===== src/common/scsc_pkg.sv =====
package scsc_pkg;

    // ==========================================================
    // Clock modes, as coded in the three-bit strap field
    typedef enum logic [2:0] {
        LOW_POWER_CRYSTAL_MODE = 3'h0,
        MEDIUM_GAIN_CRYSTAL_MODE = 3'h1,
        HIGH_GAIN_CRYSTAL_MODE = 3'h2,
        EXT_RC_MODE = 3'h3,
        INTERNAL_OSC_BLOCK = 3'h4,
        EXT_CLOCK_LOW_POWER = 3'h5,
        EXT_CLOCK_MEDIUM_POWER = 3'h6,
        EXT_CLOCK_HIGH_POWER = 3'h7
    } scsc_mode_t;

    // Power or gain setting handed to the pad
    typedef enum logic [1:0] {
        SCSC_PWR_LOW = 2'h0,
        SCSC_PWR_MED = 2'h1,
        SCSC_PWR_HIGH = 2'h2
    } scsc_power_t;

    // Internal sources of the oscillator block
    typedef enum logic [1:0] {
        SCSC_INTERNAL_LOW_FREQ_SOURCE = 2'h0,
        SCSC_INTERNAL_MID_FREQ_SOURCE = 2'h1,
        SCSC_INTERNAL_HIGH_FREQ_SOURCE = 2'h2
    } scsc_int_src_t;

    // Control flow, one-hot
    typedef enum logic [4:0] {
        ST_CAPTURE = 5'h01,
        ST_STARTUP = 5'h02,
        ST_EXTERNAL = 5'h04,
        ST_INTERNAL = 5'h08,
        ST_FAILED = 5'h10
    } scsc_state_t;

    // ==========================================================
    // Register map and fields
    localparam logic [3:0] SCSC_REG_CONTROL = 4'h0;
    localparam logic [3:0] SCSC_REG_STATUS = 4'h1;
    localparam logic [3:0] SCSC_REG_TRIM = 4'h2;
    localparam logic [3:0] SCSC_REG_FAIL = 4'h3;
    localparam int SCSC_CTL_PLL_BIT = 7;
    localparam int SCSC_CTL_FREQ_LSB = 3;
    localparam int SCSC_CTL_SRC_LSB = 0;
    localparam int SCSC_FAIL_FLAG_BIT = 0;
    localparam int SCSC_FAIL_EN_BIT = 1;
    localparam logic [3:0] SCSC_FREQ_RESET = 4'h7;
    localparam logic [3:0] SCSC_FREQ_HF_MIN = 4'h8;
    localparam logic [5:0] SCSC_TRIM_RESET = 6'h00;
    localparam int SCSC_SYNC_DEPTH = 2;

    // ==========================================================
    // Timing
    localparam int SCSC_CLK_PERIOD_NS = 8;
    localparam int SCSC_OST_PERIODS = 1024;
    localparam int SCSC_FAIL_TIME_NS = 20000;
    localparam int SCSC_FAIL_CYCLES =
        (SCSC_FAIL_TIME_NS + SCSC_CLK_PERIOD_NS - 1) / SCSC_CLK_PERIOD_NS;
    localparam int SCSC_EDGE_W = 11;
    localparam int SCSC_QUIET_W = 12;

    // ==========================================================
    // Carriers
    typedef struct packed {
        scsc_mode_t mode;
        logic two_speed;
        logic fail_safe;
        logic clock_out_pin_function;
    } scsc_straps_t;

    typedef struct packed {
        logic wr;
        logic rd;
        logic [3:0] addr;
        logic [7:0] wdata;
    } scsc_bus_req_t;

    typedef struct packed {
        logic use_internal;
        logic hold_clock;
        scsc_int_src_t int_source;
        logic pll_on;
        logic crystal_drive;
        scsc_power_t power;
        logic clock_out_pin_function_en;
        logic [5:0] trim;
    } scsc_clk_ctl_t;

    typedef struct packed {
        logic sync1;
        logic sync2;
        logic prev;
        logic [SCSC_EDGE_W-1:0] edges;
        logic [SCSC_QUIET_W-1:0] quiet;
        logic done;
        logic lost;
    } scsc_watch_st_t;

    typedef struct packed {
        scsc_state_t state;
        logic [1:0] cap_cnt;
        scsc_straps_t strap_s1;
        scsc_straps_t strap_s2;
        scsc_straps_t cfg;
        logic pll_en;
        logic [3:0] freq_code;
        logic [1:0] src_sel;
        logic [5:0] trim;
        logic fail_flag;
        logic fail_en;
        logic fail_req;
        logic restart;
        logic [7:0] rd_data;
        scsc_clk_ctl_t ctl;
    } scsc_main_st_t;

    // ==========================================================
    // Mode decoding
    function automatic logic scsc_is_crystal(input scsc_mode_t m);
        return m == LOW_POWER_CRYSTAL_MODE || m == MEDIUM_GAIN_CRYSTAL_MODE
            || m == HIGH_GAIN_CRYSTAL_MODE;
    endfunction : scsc_is_crystal

    function automatic logic scsc_uses_external(input scsc_mode_t m);
        return m != INTERNAL_OSC_BLOCK;
    endfunction : scsc_uses_external

    function automatic scsc_int_src_t scsc_freq_source(input logic [3:0] code);
        if (code == 4'h0) begin
            return SCSC_INTERNAL_LOW_FREQ_SOURCE;
        end else if (code < SCSC_FREQ_HF_MIN) begin
            return SCSC_INTERNAL_MID_FREQ_SOURCE;
        end
        return SCSC_INTERNAL_HIGH_FREQ_SOURCE;
    endfunction : scsc_freq_source

endpackage : scsc_pkg


===== src/hw/scsc_osc_watch.sv =====
`timescale 1ns/1ps
`default_nettype none
// ==========================================================
// External oscillator watcher: start-up count and loss detect
module scsc_osc_watch
    import scsc_pkg::*;
#(
    parameter int START_PERIODS = SCSC_OST_PERIODS,
    parameter int FAIL_CYCLES = SCSC_FAIL_CYCLES
) (
    // Clock and reset
    input wire logic clk,
    input wire logic reset,
    // Oscillator pin and restart pulse
    input wire logic ext_clk_pin,
    input wire logic restart,
    // Status levels
    output logic ost_done,
    output logic clk_lost
);
    scsc_watch_st_t s;
    scsc_watch_st_t next_s;

    // Edge counting; only the second sync stage feeds the detector
    always_comb begin
        next_s = s;
        next_s.sync1 = ext_clk_pin;
        next_s.sync2 = s.sync1;
        next_s.prev = s.sync2;
        if (restart) begin
            next_s.edges = '0;
            next_s.quiet = '0;
            next_s.done = 1'b0;
            next_s.lost = 1'b0;
        end else if (s.sync2 && !s.prev) begin
            next_s.quiet = '0;
            next_s.lost = 1'b0;
            if (!s.done) begin
                next_s.edges = s.edges + 1'b1;
                next_s.done = s.edges == SCSC_EDGE_W'(START_PERIODS - 1);
            end
        end else if (s.quiet >= SCSC_QUIET_W'(FAIL_CYCLES)) begin
            // A slow edge stays under the limit; silence this long is loss
            next_s.lost = 1'b1;
        end else begin
            next_s.quiet = s.quiet + 1'b1;
        end
    end

    // State register
    always_ff @(posedge clk) begin
        if (reset) begin
            s <= '0;
        end else begin
            s <= next_s;
        end
    end

    assign ost_done = s.done;
    assign clk_lost = s.lost;

endmodule : scsc_osc_watch
`default_nettype wire


===== src/hw/scsc_clock_control.sv =====
// Implementation choices: the strobed register port and the placing of the registers.
`timescale 1ns/1ps
`default_nettype none
// ==========================================================
// System clock source control
module scsc_clock_control
    import scsc_pkg::*;
#(
    parameter int START_PERIODS = SCSC_OST_PERIODS,
    parameter int FAIL_CYCLES = SCSC_FAIL_CYCLES
) (
    // Clock and reset
    input wire logic clk,
    input wire logic reset,
    // Configuration straps and oscillator pin
    input wire scsc_straps_t straps,
    input wire logic ext_clk_pin,
    // Register port
    input wire scsc_bus_req_t bus,
    output logic [7:0] rd_data,
    // Clock tree control
    output scsc_clk_ctl_t clk_ctl,
    output logic osc_fail_request
);
    scsc_main_st_t s;
    scsc_main_st_t next_s;
    logic ost_done;
    logic clk_lost;
    logic sw_internal;
    logic watching;

    // ==========================================================
    // Oscillator watcher
    scsc_osc_watch #(
        .START_PERIODS(START_PERIODS),
        .FAIL_CYCLES(FAIL_CYCLES)
    ) u_watch (
        .clk(clk),
        .reset(reset),
        .ext_clk_pin(ext_clk_pin),
        .restart(s.restart),
        .ost_done(ost_done),
        .clk_lost(clk_lost)
    );

    // Software forces the internal block when the top select bit is set
    assign sw_internal = s.src_sel[1];
    // Monitor only while the external source is in use, or while it starts up under two-speed start
    assign watching = s.cfg.fail_safe && !sw_internal
        && (s.state == ST_EXTERNAL || (s.state == ST_STARTUP && s.cfg.two_speed));

    // ==========================================================
    // Next state
    always_comb begin
        next_s = s;
        next_s.strap_s1 = straps;
        next_s.strap_s2 = s.strap_s1;
        next_s.restart = 1'b0;
        next_s.rd_data = 8'h00;

        // Register writes
        if (bus.wr) begin
            case (bus.addr)
                SCSC_REG_CONTROL: begin
                    next_s.pll_en = bus.wdata[SCSC_CTL_PLL_BIT];
                    next_s.freq_code = bus.wdata[SCSC_CTL_FREQ_LSB +: 4];
                    next_s.src_sel = bus.wdata[SCSC_CTL_SRC_LSB +: 2];
                end
                SCSC_REG_TRIM: begin
                    next_s.trim = bus.wdata[5:0];
                end
                SCSC_REG_FAIL: begin
                    next_s.fail_en = bus.wdata[SCSC_FAIL_EN_BIT];
                    if (bus.wdata[SCSC_FAIL_FLAG_BIT]) begin
                        next_s.fail_flag = 1'b0;
                    end
                end
                default: begin
                end
            endcase
        end

        // Register reads, data valid in the following cycle only
        if (bus.rd) begin
            case (bus.addr)
                SCSC_REG_CONTROL: begin
                    next_s.rd_data = {s.pll_en, s.freq_code, 1'b0, s.src_sel};
                end
                SCSC_REG_STATUS: begin
                    next_s.rd_data = {s.cfg.mode, ost_done, clk_lost,
                        s.state == ST_FAILED, s.ctl.use_internal, s.ctl.hold_clock};
                end
                SCSC_REG_TRIM: begin
                    next_s.rd_data = {2'b00, s.trim};
                end
                SCSC_REG_FAIL: begin
                    next_s.rd_data = {6'h00, s.fail_en, s.fail_flag};
                end
                default: begin
                    next_s.rd_data = 8'h00;
                end
            endcase
        end

        // Control flow
        case (s.state)
            ST_CAPTURE: begin
                // Straps are caught only once the synchroniser has filled
                next_s.cap_cnt = s.cap_cnt + 1'b1;
                if (s.cap_cnt == 2'(SCSC_SYNC_DEPTH)) begin
                    next_s.cfg = s.strap_s2;
                    next_s.restart = 1'b1;
                    next_s.state = ST_STARTUP;
                end
            end
            ST_STARTUP: begin
                if (!scsc_uses_external(s.cfg.mode)) begin
                    next_s.state = ST_INTERNAL;
                end else if (watching && clk_lost) begin
                    next_s.state = ST_FAILED;
                end else if (!scsc_is_crystal(s.cfg.mode) || ost_done) begin
                    next_s.state = ST_EXTERNAL;
                end
            end
            ST_EXTERNAL: begin
                if (watching && clk_lost) begin
                    next_s.state = ST_FAILED;
                end
            end
            ST_INTERNAL: begin
                next_s.state = ST_INTERNAL;
            end
            ST_FAILED: begin
                // Leave only once software has seen the flag and a clock is back
                if (!s.fail_flag && !clk_lost) begin
                    next_s.restart = 1'b1;
                    next_s.state = ST_STARTUP;
                end
            end
            default: begin
                next_s.state = ST_CAPTURE;
            end
        endcase

        // Failure flag; the set wins over a clear in the same cycle
        if (watching && clk_lost) begin
            next_s.fail_flag = 1'b1;
        end
        next_s.fail_req = next_s.fail_flag && next_s.fail_en;

        // Clock tree outputs, registered together with the state
        next_s.ctl.use_internal = next_s.state != ST_EXTERNAL
            || next_s.src_sel[1];
        next_s.ctl.hold_clock = next_s.state == ST_CAPTURE
            || (next_s.state == ST_STARTUP && !next_s.cfg.two_speed);
        next_s.ctl.int_source = scsc_freq_source(next_s.freq_code);
        next_s.ctl.pll_on = next_s.pll_en && next_s.ctl.use_internal
            && next_s.ctl.int_source == SCSC_INTERNAL_HIGH_FREQ_SOURCE;
        next_s.ctl.crystal_drive = next_s.state != ST_CAPTURE
            && scsc_is_crystal(next_s.cfg.mode);
        next_s.ctl.clock_out_pin_function_en = next_s.state != ST_CAPTURE && next_s.cfg.clock_out_pin_function
            && !scsc_is_crystal(next_s.cfg.mode);
        next_s.ctl.trim = next_s.trim;
        case (next_s.cfg.mode)
            EXT_CLOCK_LOW_POWER, LOW_POWER_CRYSTAL_MODE: begin
                next_s.ctl.power = SCSC_PWR_LOW;
            end
            EXT_CLOCK_MEDIUM_POWER, MEDIUM_GAIN_CRYSTAL_MODE: begin
                next_s.ctl.power = SCSC_PWR_MED;
            end
            EXT_CLOCK_HIGH_POWER, HIGH_GAIN_CRYSTAL_MODE: begin
                next_s.ctl.power = SCSC_PWR_HIGH;
            end
            default: begin
                next_s.ctl.power = SCSC_PWR_LOW;
            end
        endcase
    end

    // ==========================================================
    // State register
    always_ff @(posedge clk) begin
        if (reset) begin
            s <= '0;
            s.state <= ST_CAPTURE;
            s.freq_code <= SCSC_FREQ_RESET;
            s.trim <= SCSC_TRIM_RESET;
            s.ctl.use_internal <= 1'b1;
            s.ctl.hold_clock <= 1'b1;
        end else begin
            s <= next_s;
        end
    end

    // Outputs straight from the state register
    assign rd_data = s.rd_data;
    assign clk_ctl = s.ctl;
    assign osc_fail_request = s.fail_req;
endmodule : scsc_clock_control
`default_nettype wire


===== config.mk =====
export PLATFORM = sky130hd
export DESIGN_NAME = scsc_clock_control
export DESIGN_NICKNAME = d
export VERILOG_FILES = /design/src/common/scsc_pkg.sv /design/src/hw/scsc_osc_watch.sv /design/src/hw/scsc_clock_control.sv
export SDC_FILE = /design/constraint.sdc
export NUM_CORES = 1
export LEC_CHECK = 0
export ABC_AREA = 1
export BUFFER_PORTS_ARGS = -buffer_cell sky130_fd_sc_hd__buf_2
export CORE_ASPECT_RATIO = 0.8
export CORE_MARGIN = 2
export CORE_UTILIZATION = 30
export CTS_CLUSTER_SIZE = 8
export DETAILED_ROUTE_END_ITERATION = 8
export PLACE_DENSITY_LB_ADDON = 0.12
export RECOVER_POWER = 100
export REMOVE_ABC_BUFFERS = 1
export SLEW_MARGIN = 10
export SYNTH_ARGS = -nofsm -noshare
export SYNTH_HDL_FRONTEND = slang
export SYNTH_HIERARCHICAL = 1
export SYNTH_SLANG_ARGS = --single-unit

===== constraint.sdc =====
create_clock -name clk -period 1.6 [get_ports clk]
set_input_delay 0.08 -clock clk [delete_from_list [all_inputs] [get_ports clk]]
set_output_delay 0.08 -clock clk [all_outputs]
set_load 0.03 [all_outputs]

Word-level counts from Yosys, hierarchy flattened
Cells that the tools add are included.
{"block": "word_totals", "word_cells": 134, "regBits": 87, "in_bits": 23}
{"block": "classes", "mux": 26, "bitwise": 2, "add_sub_neg": 3, "n_eq_ne": 22, "reduce_logical": 41, "order_cmp": 2}
{"op": "$pmux W8 S4", "count": 1}
{"op": "$mux W5", "count": 6}
{"op": "$pmux W5 S5", "count": 1}
{"op": "$mux W6", "count": 3}
{"op": "$mux W15", "count": 1}
{"op": "$logic_and A1 B1 Y1", "count": 13}
{"op": "$add A12 B1 Y12 const B", "count": 1}
{"op": "$ge A12 B12 Y1 const B", "count": 1}
{"op": "$add A11 B1 Y11 const B", "count": 1}
{"op": "$eq A11 B10 Y1 const B", "count": 1}
{"op": "$eq A5 B1 Y1 const B", "count": 2}
{"op": "$eq A5 B2 Y1 const B", "count": 2}
{"op": "$eq A4 B2 Y1 const B", "count": 2}
{"op": "$logic_not A4 Y1", "count": 2}
{"op": "$logic_or A1 B1 Y1", "count": 8}
{"op": "$mux W2", "count": 4}
{"op": "$reduce_and A2 Y1", "count": 4}
{"op": "$reduce_or A2 Y1", "count": 4}
{"op": "$logic_not A1 Y1", "count": 7}
{"op": "$mux W1", "count": 7}
{"op": "$mux W7", "count": 1}
{"op": "$eq A3 B1 Y1 const B", "count": 2}
{"op": "$eq A3 B2 Y1 const B", "count": 2}
{"op": "$eq A3 B3 Y1 const B", "count": 2}
{"op": "15 further kinds", "count": 18}

Depth between registers and ports, before layout
Gate-level depths: netlist of run 1.
{"block": "logic_depth", "ltp_word": 13, "ltp_mapped": 10, "ltp_nobuf": 10}

Hierarchy
The synthesis of run 1 kept the hierarchy.
{"module": "scsc_clock_control", "cells_each": 346, "seq_area_each_um2": 1181.1, "instances": 1, "area_per_inst_um2": 2591.2}
{"module": "scsc_osc_watch", "cells_each": 221, "seq_area_each_um2": 560.5, "instances": 1, "area_per_inst_um2": 1541.5}

Worst setup path before layout of run 1
No wires, ideal clock.
{"block": "synth_path", "path_kind": "reg2reg", "start": "register s[58] (netlist name)", "end": "register s (netlist bit clk_ctl[7])", "arrival_time_ns": 1.212, "stages_incl_launch_ff": 11, "setup_slack_ns": 0.277, "setup_time_ns": 0.111, "path_buffers": 1, "path_cell_list": "dfxtp_1 -> inv_1 -> ha_1 -> nand4_4 -> buf_6 -> nand2_2 -> o21ai_2 -> inv_4 -> nand2_2 -> nand2_1 -> nor2_1"}
{"block": "synth_via", "elab_chain_cells": 6}
{"element": "from (decl)", "line": "scsc_clock_control.sv:25", "text": "scsc_main_st_t s;"}
{"element": "from (signal assigned)", "line": "scsc_clock_control.sv:191", "text": "s <= next_s;"}
{"element": "$eq A2 B2 Y1 *", "line": "scsc_clock_control.sv:110", "text": "if (s.cap_cnt == 2'(SCSC_SYNC_DEPTH)) begin"}
{"element": "$mux W6 *", "line": "scsc_clock_control.sv:110"}
{"element": "$mux W6 *", "line": "scsc_clock_control.sv:106", "text": "case (s.state)"}
{"element": "$eq A3 B2 Y1, or another cell as far along", "line": "scsc_clock_control.sv:164", "text": "case (next_s.cfg.mode)"}
{"element": "$reduce_or A2 Y1", "line": "scsc_clock_control.sv:164"}
{"element": "$pmux W2 S2 *", "line": "scsc_clock_control.sv:164"}
Every way passes the cells marked *; elsewhere a longest branch is shown, timed or not.
A chain may end at the register's enable or synchronous reset.

Worst setup path in the final report of run 1
Ends and elaborated chain as after synthesis.

==> results_dict.tcl, run 1 <==
set metrics [dict create \
    outcome "completed" \
    gp_congestion 0.823 \
    detailed_place_hpwl_mm 6.87 \
    seq_area_frac_synth 0.421 \
    post_drt_wl_per_cell_um 11.5 \
    synth_edf_count 0 \
    fin_skew_ns 0.00974 \
    synthDistinctLibCells 40 \
    io_buffers 46 \
    leakage_nw 2.04 \
    wirelength_mm 9.14 \
    finalHoldViolations 0 \
    slowest_delay_ns 0.30 \
    grt_usage 0.134 \
    antenna_found_initial 0 \
    fmax_ghz 0.684 \
    reg2reg_from "s[58]" \
    pin_count 47 \
    cp_data_arrival_time_ns 1.71 \
    grt_overflow_total 0 \
    ys_ff_latch 87 \
    holdPathEnd "clk_ctl[4]" \
    end_kind "flip-flop" \
    tightest_slew_ns 0.402 \
    yosys-top-cells-area "dfxtp_1, nand2_1, inv_1, nor2_1, buf_4" \
    remaining_drc_errors 0 \
    required_ns 1.85 \
    yosysTopAreaCellShare 0.421 \
    path_class "reg2reg" \
    fin_cells 797 \
    rr_worst_depth 9 \
    syn_area_per_cell_um2 7.29 \
    clockRootBuffer "clkbuf_16" \
    fin_util 0.352 \
    dieHeight_um 109 \
    crit_slowest_cell "dfxtp_1" \
    clockBufferDepth 2 \
    grt_pass1_wl_mm 15.6 \
    min_period_ns 1.46 \
    area_delta_synth_final_pct 14.9 \
    chipWidth_um 135 \
    reg2reg_to "clk_ctl[7]" \
    min_path_type "in2reg" \
    syn_area_mm2 0.00413 \
    grt_pass1_vias 3304 \
    start_util 0.306 \
    yosys.area.top_type "dfxtp_1" \
    setup_violations 0 \
    peakVddDrop_uv 565 \
    grt_max_degree 19 \
    rrSetupSlack_ns 0.14 \
    dr.pass1.iters 4 \
    cp_max_fo 11 \
    cts_tree "yes" \
    maxCapViolCount 0 \
    route.vias.total 3417 \
    path_buf_inv 2 \
    n_antenna_cell 0 \
    slew_headroom 0.731 \
    clkLatencyLatePin_ns 0.35 \
    detail-route-antenna-nets 0 \
    pwr_density_cell_mw_per_mm2 1090 \
    avgViaCountPerCell 4.29 \
    num_rows 38 \
    finish.net_count 639 \
    drt_iter0_markers 156 \
    clkTransAtPathRegs_ns 0.07 \
    numCtsBuffers 9 \
    hold_depth 3 \
    cp_top_family "simple AND/OR/NAND/NOR gates" \
    drive_gt1_frac 0.164 \
    core_mm2 0.0135 \
    synthCells 567 \
    fin_crit_sh 0.914 \
    path_cells "inv_1 -> ha_2 -> nand4_4 -> nand2_1 -> o21ai_4 -> inv_4 -> nand2_2 -> nand2_1 -> nor2_1" \
    htree_levels 3 \
    drv_slew 0 \
    yosys_most_used_dff "dfxtp_1" \
    clock_sinks 87 \
    synth_warnings 6 \
    dp_cells 772 \
    startpoint_type "flip-flop" \
    async_flop_share 0 \
    dieArea_mm2 0.0147 \
    path_common_cell "nand2_1" \
    hold_start "bus[4]" \
]
==> report_power, final <==
part	switching, mW	internal, mW	total [mW]
clock	0.940	1.12	2.06
combinational	0.491	0.260	0.751
sequential	0.0679	2.29	2.36
==> worst reg2reg max path, stage by stage, from the launching register on <==
cell	delay, ns
dfxtp_1	0.30
inv_1	0.08
ha_2	0.26
nand4_4	0.23
nand2_1	0.18
o21ai_4	0.09
inv_4	0.07
nand2_2	0.06
nand2_1	0.07
nor2_1	0.03
==> state kept, by name, indices dropped and copies added (netlist names) <==
register / cells
clk_ctl: 15
next_s: 6
osc_fail_request: 1
rd_data: 8
s: 29
u_watch/clk_lost: 1
u_watch/next_s: 2
u_watch/ost_done: 1
u_watch/s: 24
==> cells in the final DEF (no fill, tap or decap), types with 2 or more instances in the layout <==
cell	Yosys	layout
ha_1	4	3
nand3b_1	2	2
nand2_4	3	2
a31oi_1	2	2
buf_2	0	22
nand2_2	14	11
a21oi_1	20	22
dlygate4sd3_1	0	8
nor3_1	4	4
a21oi_2	10	8
buf_4	24	9
nor2_4	7	6
dfxtp_2	0	2
xor2_1	4	4
nor2_2	9	10
o221ai_1	2	2
clkbuf_16	0	9
nand4_1	9	9
a211oi_1	2	2
inv_6	0	2
o21ai_0	22	23
o22ai_1	2	2
nand3_1	32	33
nand2_1	110	114
inv_1	92	93
clkinv_4	0	2
inv_2	8	7
dfxtp_1	87	85
clkbuf_1	4	25
nor2_1	75	75
==> cell families (layout without fill, tap and decap cells) <==
group / count (synthesis) / in the layout / synth area share
xor+xnor: 5 / 5 / 0.0106
flops: 87 / 87 / 0.421
buf+inv: 132 / 182 / 0.149
fa+ha+maj: 4 / 4 / 0.0121
simple gates: 272 / 272 / 0.308
compound gates: 67 / 67 / 0.0993
==> synthesized netlist by cell type (2+ instances only) <==
| cell type | n |
|---|---|
| nor3_1 | 4 |
| o22ai_1 | 2 |
| ha_1 | 4 |
| buf_6 | 2 |
| nor2_4 | 7 |
| a21oi_2 | 10 |
| nand3b_1 | 2 |
| o21ai_0 | 22 |
| nand2_1 | 110 |
| nand2_4 | 3 |
| o221ai_1 | 2 |
| nand4_1 | 9 |
| o21ai_2 | 2 |
| inv_1 | 92 |
| xor2_1 | 4 |
| clkbuf_1 | 4 |
| inv_2 | 8 |
| nor2_2 | 9 |
| dfxtp_1 | 87 |
| a21oi_1 | 20 |
| a31oi_1 | 2 |
| buf_4 | 24 |
| nor2_1 | 75 |
| nand2_2 | 14 |
| nand3_1 | 32 |
| a211oi_1 | 2 |
| nand3_2 | 2 |
==> metal layers <==
metal | vias up | GRT usage | part of all wire
met3 | 9 | 0.0377 | 0.032
met4 | 0 | 0.0476 | 0.011
met1 | 1535 | 0.181 | 0.52
met2 | 45 | 0.205 | 0.44
met5 | - | 0 | 0
li1 | 1828 | - | -
==> area by class of cell <==
type                            count  area (µm²)
Sequential cell                    87        1740
Tap cell                          180         225
Fill cell                        1495        8750
Multi-Input combinational cell    348        1750
Timing Repair Buffer               65         357
Clock inverter                      6        51.3
Clock buffer                       10         239
Inverter                          101         382
==> through the flow <==
step	power, mW	hold slack [ns]	area, µm²	setup TNS, ns	setup slack (ns)
floorplan	2.94	0.149	3900	0	0.260
global placement	3.15	0.283	4430	0	0.133
detailed placement	3.16	0.287	4430	0	0.0837
CTS	5.27	0.00640	4800	0	0.0683
global route	5.45	0.0224	4750	-0.00105	-0.00105
finish	5.17	0.0196	4750	0	0.137
==> worst max path at each step <==
stage                      start       endpoint  slack (ns)  cells past startpoint
CTS                        s[58]     clk_ctl[7]        0.07                      8
finish                     s[58]     clk_ctl[7]        0.14                      9
global route        u_watch/s[2]  u_watch/s[12]      -0.001                      9
detailed placement         s[58]     clk_ctl[7]        0.08                      8
floorplan                  s[58]     clk_ctl[7]        0.26                      8
global placement           s[58]     clk_ctl[7]        0.13                      8
==> timing repair <==
item                       in CTS  in global routing
setup endpoints to repair       0                  9
hold buffers                    8                  0
buffers inserted                0                  1
gates resized for setup         0                  6
hold endpoints to repair        8                  0
(Power assumes the default switching activity.)
==> run 2: changes to the inputs <==
- ABC_AREA: 1 -> 0
- PLACE_DENSITY_LB_ADDON: 0.12 -> default
==> run 2 against run 1 <==
  * Clock power grew 2%
  * Power grew 1.8%
  * Register-to-register slack lost 0.28 ns
  * Via count shrank 11%
  * The flow now finishes with violations (negative setup slack)
  * Critical path depth shrank 4
  * Largest power group unchanged
==> results_dict.tcl, run 2 <==
set metrics [dict create \
    outcome "finished with violations" \
    violations "negative setup slack" \
    path_buf_inv 0 \
    drt_iter0_markers 195 \
    dr.pass1.iters 4 \
    end_kind "flip-flop" \
    rrSetupSlack_ns -0.14 \
    pwr_density_cell_mw_per_mm2 1100 \
    clockBufferDepth 2 \
    detailed_place_hpwl_mm 6.23 \
    slew_headroom 0.705 \
    cp_max_fo 4 \
    fin_area_mm2 0.00479 \
    min_period_ns 1.74 \
    n_antenna_cell 0 \
    yosysTopAreaCellShare 0.460 \
    start_util 0.309 \
    clock_sinks 87 \
    wirelength_mm 8.36 \
    area_delta_synth_final_pct 26.5 \
    detail-route-antenna-nets 0 \
    rr_worst_depth 5 \
    hold_depth 3 \
    fin_util 0.391 \
    grt_overflow_total 0 \
    path_cells "or3_4 -> nor2_8 -> mux2_4 -> or3_1 -> a21oi_2" \
    grt_pass1_wl_mm 13.7 \
    holdPathEnd "s[33]" \
    io_buffers 46 \
    layout_common_cells "dfxtp_1, nor2_1, buf_2" \
    yosys_most_used_dff "dfxtp_1" \
    synthCells 419 \
    remaining_drc_errors 0 \
    clkLatencyLatePin_ns 0.33 \
    htree_levels 3 \
    gp_congestion 0.875 \
    reg2reg_from "s[61]" \
    synth.most_common_cell "dfxtp_1" \
    yosys.area.top_type "dfxtp_1" \
    rsz0062_at_grt "yes" \
    tns_ns -0.551 \
    core_mm2 0.0123 \
    netlist_top_cells_count "dfxtp_1, nor2_1, nand2_1, a21oi_1, buf_4" \
    maxCapViolCount 0 \
    drv_slew 0 \
    seq_area_frac_synth 0.460 \
    avgViaCountPerCell 4.59 \
    reg2reg_to "clk_ctl[7]" \
    syn_area_mm2 0.00379 \
    dp_cells 633 \
    place_area_mm2 0.00423 \
    yosys-top-cells-area "dfxtp_1, nor2_1, mux2i_1, buf_4, nand2_1" \
    crit_slowest_cell "or3_4" \
    tightest_slew_ns 0.438 \
    grt_pass1_vias 2826 \
    syn_area_per_cell_um2 9.04 \
    finalHoldViolations 0 \
    num_rows 36 \
    cp_top_family "simple AND/OR/NAND/NOR gates" \
    synth_edf_count 0 \
    slowest_delay_ns 0.43 \
    startpoint_type "flip-flop" \
    dieHeight_um 105 \
    post_drt_wl_per_cell_um 12.6 \
    min_path_type "in2reg" \
    clkTransAtPathRegs_ns 0.06 \
    async_flop_share 0 \
    fin_skew_ns 0.00846 \
    fin_cells 662 \
    power_mw 5.26 \
    finish.net_count 513 \
    cp_data_arrival_time_ns 2.00 \
    cp.depth 5 \
    path_class "reg2reg" \
    required_ns 1.86 \
    peakVddDrop_uv 613 \
    dpl_worst_slack_ns -0.197 \
    largest_register "s" \
    layout_commonest_cell "dfxtp_1" \
    largest_register_ffs 29 \
    grt_usage 0.127 \
    synthDistinctLibCells 51 \
    fmax_ghz 0.574 \
    pin_count 47 \
    route.vias.total 3039 \
    fin_hold_ws_ns 0.0154 \
    chipWidth_um 130 \
    grt_max_degree 23 \
    clockRootBuffer "clkbuf_16" \
    layout_setup_ws_ns -0.142 \
    drive_gt1_frac 0.271 \
    synth_warnings 6 \
    hold_start "bus[0]" \
    cts_tree "yes" \
    leakage_nw 1.91 \
    dieArea_mm2 0.0135 \
    ys_ff_latch 87 \
    numCtsBuffers 9 \
    antenna_found_initial 0 \
    setup_violations 6 \
    fin_crit_sh 1.09 \
]
==> run 2: cell count changes after synthesis, sizes merged, moves of 8 or more <==
cell / delta
inv: -94
nand2: -90
nor2: -34
nand3: -20
nor2b: +20
mux2i: +18
nor3: +13
o21ai: -13
xnor2: +11
or3: +8
==> run 2: cell type report <==
class	instances	area, µm²
Multi-Input combinational cell	288	1880
Inverter	7	26.3
Clock buffer	12	256
Clock inverter	4	51.3
Fill cell	1242	7460
Tap cell	171	214
Sequential cell	87	1750
Timing Repair Buffer	93	618
==> run 2: timing repair <==
item	in CTS	in global routing
pin swaps	3	7
setup endpoints to repair	9	19
hold endpoints to repair	11	0
resized for setup	12	22
hold buffers	11	0
buffers inserted	1	1
==> run 2: cells by family after synthesis <==
kind of cell	count (synthesis)	synth area share
buffers and inverters	44	0.0760
xor gates and xnor gates	15	0.0347
muxes	22	0.0654
AOI/OAI and AO/OA	52	0.0839
and+or+nand+nor	195	0.267
adders and majority gates	4	0.0132
DFF	87	0.460
==> run 2: report_power, final <==
group,leakage [nW],internal [mW],switching (mW)
clock,0.149,1.30,0.818
combinational,1.05,0.406,0.410
sequential,0.709,2.27,0.0648
total,1.91,3.97,1.29
==> run 2: worst min-delay path, stage by stage <==
cell and delay (ns):
buf_2 0.12, nand2_1 0.05, a21oi_1 0.05
==> run 2: worst max path at each step <==
stage                     start    endpoint  slack [ns]
final                     s[61]  clk_ctl[7]       -0.14
after global routing      s[58]  clk_ctl[7]       -0.21
after CTS                 s[58]  clk_ctl[7]       -0.16
after detailed placement  s[63]  clk_ctl[7]       -0.20
after global placement    s[63]  clk_ctl[7]       -0.16
after floorplan           s[63]  clk_ctl[7]       -0.32
==> run 2: per-layer routing <==
metal / vias up / GRT usage / routed length (µm)
met1: 1424 / 0.173 / 4200
li1: 1546 / - / -
met2: 59 / 0.188 / 3630
met3: 10 / 0.0422 / 436
met5: - / 0 / 0
met4: 0 / 0.0392 / 102
==> run 3: changes to the inputs <==
- BUFFER_PORTS_ARGS: -buffer_cell sky130_fd_sc_hd__buf_2 -> default
- CTS_BUF_LIST: default -> sky130_fd_sc_hd__clkbuf_16
- DONT_BUFFER_PORTS: default -> 1
==> run 3 against run 2 <==
  * The flow still finishes with violations (negative setup slack)
  * Sequential cell count stayed put
  * Setup slack gained 0.0029 ns
  * Design area fell by 0.99%
  * Sequential power rose by 2%
  * Sequential share of layout area rose by 0.42 points
  * First-iteration DRC count unchanged
  * Critical endpoint unchanged
  * Largest power group unchanged
==> results_dict.tcl, run 3 (same netlist as run 2, synthesis figures left out) <==
set metrics [dict create \
    outcome "finished with violations" \
    violations "negative setup slack" \
    cp_max_fo 4 \
    peakVddDrop_uv 642 \
    core_mm2 0.0123 \
    grt_usage 0.136 \
    antenna_found_initial 0 \
    fin_crit_sh 1.09 \
    pin_count 47 \
    fin_hold_ws_ns 0.0257 \
    power_mw 5.24 \
    reg2reg_to "clk_ctl[7]" \
    layout_setup_ws_ns -0.139 \
    cts_tree "yes" \
    chipWidth_um 130 \
    grt_pass1_vias 2846 \
    wirelength_mm 8.88 \
    tns_ns -0.514 \
    route.vias.total 2986 \
    clockBufferDepth 2 \
    clkLatencyLatePin_ns 0.34 \
    rrSetupSlack_ns -0.14 \
    clock_sinks 87 \
    remaining_drc_errors 0 \
    detail-route-antenna-nets 0 \
    leakage_nw 1.80 \
    fin_skew_ns 0.00874 \
    clkTransAtPathRegs_ns 0.06 \
    cp-endpoint "clk_ctl[7]" \
    n_antenna_cell 0 \
    dr.pass1.iters 4 \
    min_period_ns 1.74 \
    min_path_type "in2reg" \
    avgViaCountPerCell 4.72 \
    finalHoldViolations 0 \
    cp_data_arrival_time_ns 2.01 \
    post_drt_wl_per_cell_um 14.0 \
    fin_util 0.387 \
    drive_gt1_frac 0.177 \
    layout_commonest_cell "dfxtp_1" \
    setup_violations 8 \
    end_kind "flip-flop" \
    rsz0062_at_grt "yes" \
    start_util 0.309 \
    maxCapViolCount 0 \
    grt_pass1_wl_mm 14.4 \
    finish.net_count 484 \
    slew_headroom 0.685 \
    largest_register "s" \
    worstSetupStartpoint "s[63]" \
    area_delta_synth_final_pct 25.3 \
    numCtsBuffers 9 \
    fmax_ghz 0.575 \
    grt_overflow_total 0 \
    htree_levels 3 \
    drv_slew 0 \
    dieArea_mm2 0.0135 \
    rr_worst_depth 5 \
    drt_iter0_markers 195 \
    tightest_slew_ns 0.473 \
    detailed_place_hpwl_mm 6.02 \
    io_buffers 0 \
    reg2reg_from "s[63]" \
    path_class "reg2reg" \
    gp_congestion 0.884 \
    required_ns 1.87 \
    pwr_density_cell_mw_per_mm2 1100 \
    dieHeight_um 105 \
    num_rows 36 \
    largest_register_ffs 29 \
    layout_common_cells "dfxtp_1, nor2_1, nand2_1" \
    grt_max_degree 32 \
    clockRootBuffer "clkbuf_16" \
    startpoint_type "flip-flop" \
]
run 3: cell types whose count changed in the layout (fill, tap and decap cells not counted), moves of 3 or more:
| cell | delta |
|---|---|
| buf_2 | -46 |
| buf_4 | -8 |
| buf_6 | +4 |
| clkbuf_1 | +5 |
| dlygate4sd3_1 | +14 |
| mux2i_4 | +3 |
run 3: worst min path at each step:
stage,endpoint,cells past startpoint,slack [ns],startpoint
after CTS,s[34],3,0.001,bus[9]
after global routing,s[35],3,0.02,reset
after detailed placement,clk_ctl[7],1,0.16,reset
after floorplan,clk_ctl[7],1,0.14,reset
final,rd_data[6],2,0.03,bus[8]
after global placement,next_s[48],1,0.16,reset
run 3: where the power goes:
group / switching [mW] / total, mW / internal [mW]
Sequential: 0.109 / 2.37 / 2.26
Clock: 0.879 / 2.09 / 1.21
Combinational: 0.352 / 0.775 / 0.423
Total: 1.34 / 5.24 / 3.90
run 3: metal layers:
metal / track usage / up-vias / wire, µm
li1: - / 1492 / -
met1: 0.189 / 1407 / 4170
met2: 0.199 / 77 / 4080
met3: 0.0442 / 10 / 519
met4: 0.0438 / 0 / 115
met5: 0 / - / 0
run 3: stage by stage:
stage,worst slack [ns],instances,instance area [µm²]
6_report,-0.139,633,4750
2_1_floorplan,-0.316,382,3530
3_3_place_gp,-0.168,584,3970
3_5_place_dp,-0.223,584,3970
4_1_cts,-0.139,626,4600
5_1_grt,-0.193,633,4750
run 3: critical path: stages (launching register included):
cell     delay (ns)
dfxtp_1        0.31
or3_4          0.42
nor2_8         0.16
mux2_4         0.32
or3_4          0.33
a21oi_2        0.14
run 3: what timing repair did:
item / CTS / global route
setup buffers: 0 / 7
pin swaps: 3 / 9
hold buffers: 26 / 0
hold endpoints to repair: 53 / 0
gates resized for setup: 15 / 31
setup endpoints to repair: 15 / 21
run 3: cell type report:
cell class,count,area [µm²]
Timing Repair Buffer,64,556
Sequential cell,87,1750
Clock inverter,7,72.6
Tap cell,171,214
Clock buffer,9,225
Inverter,7,26.3
Fill cell,1246,7510
Multi-Input combinational cell,288,1900
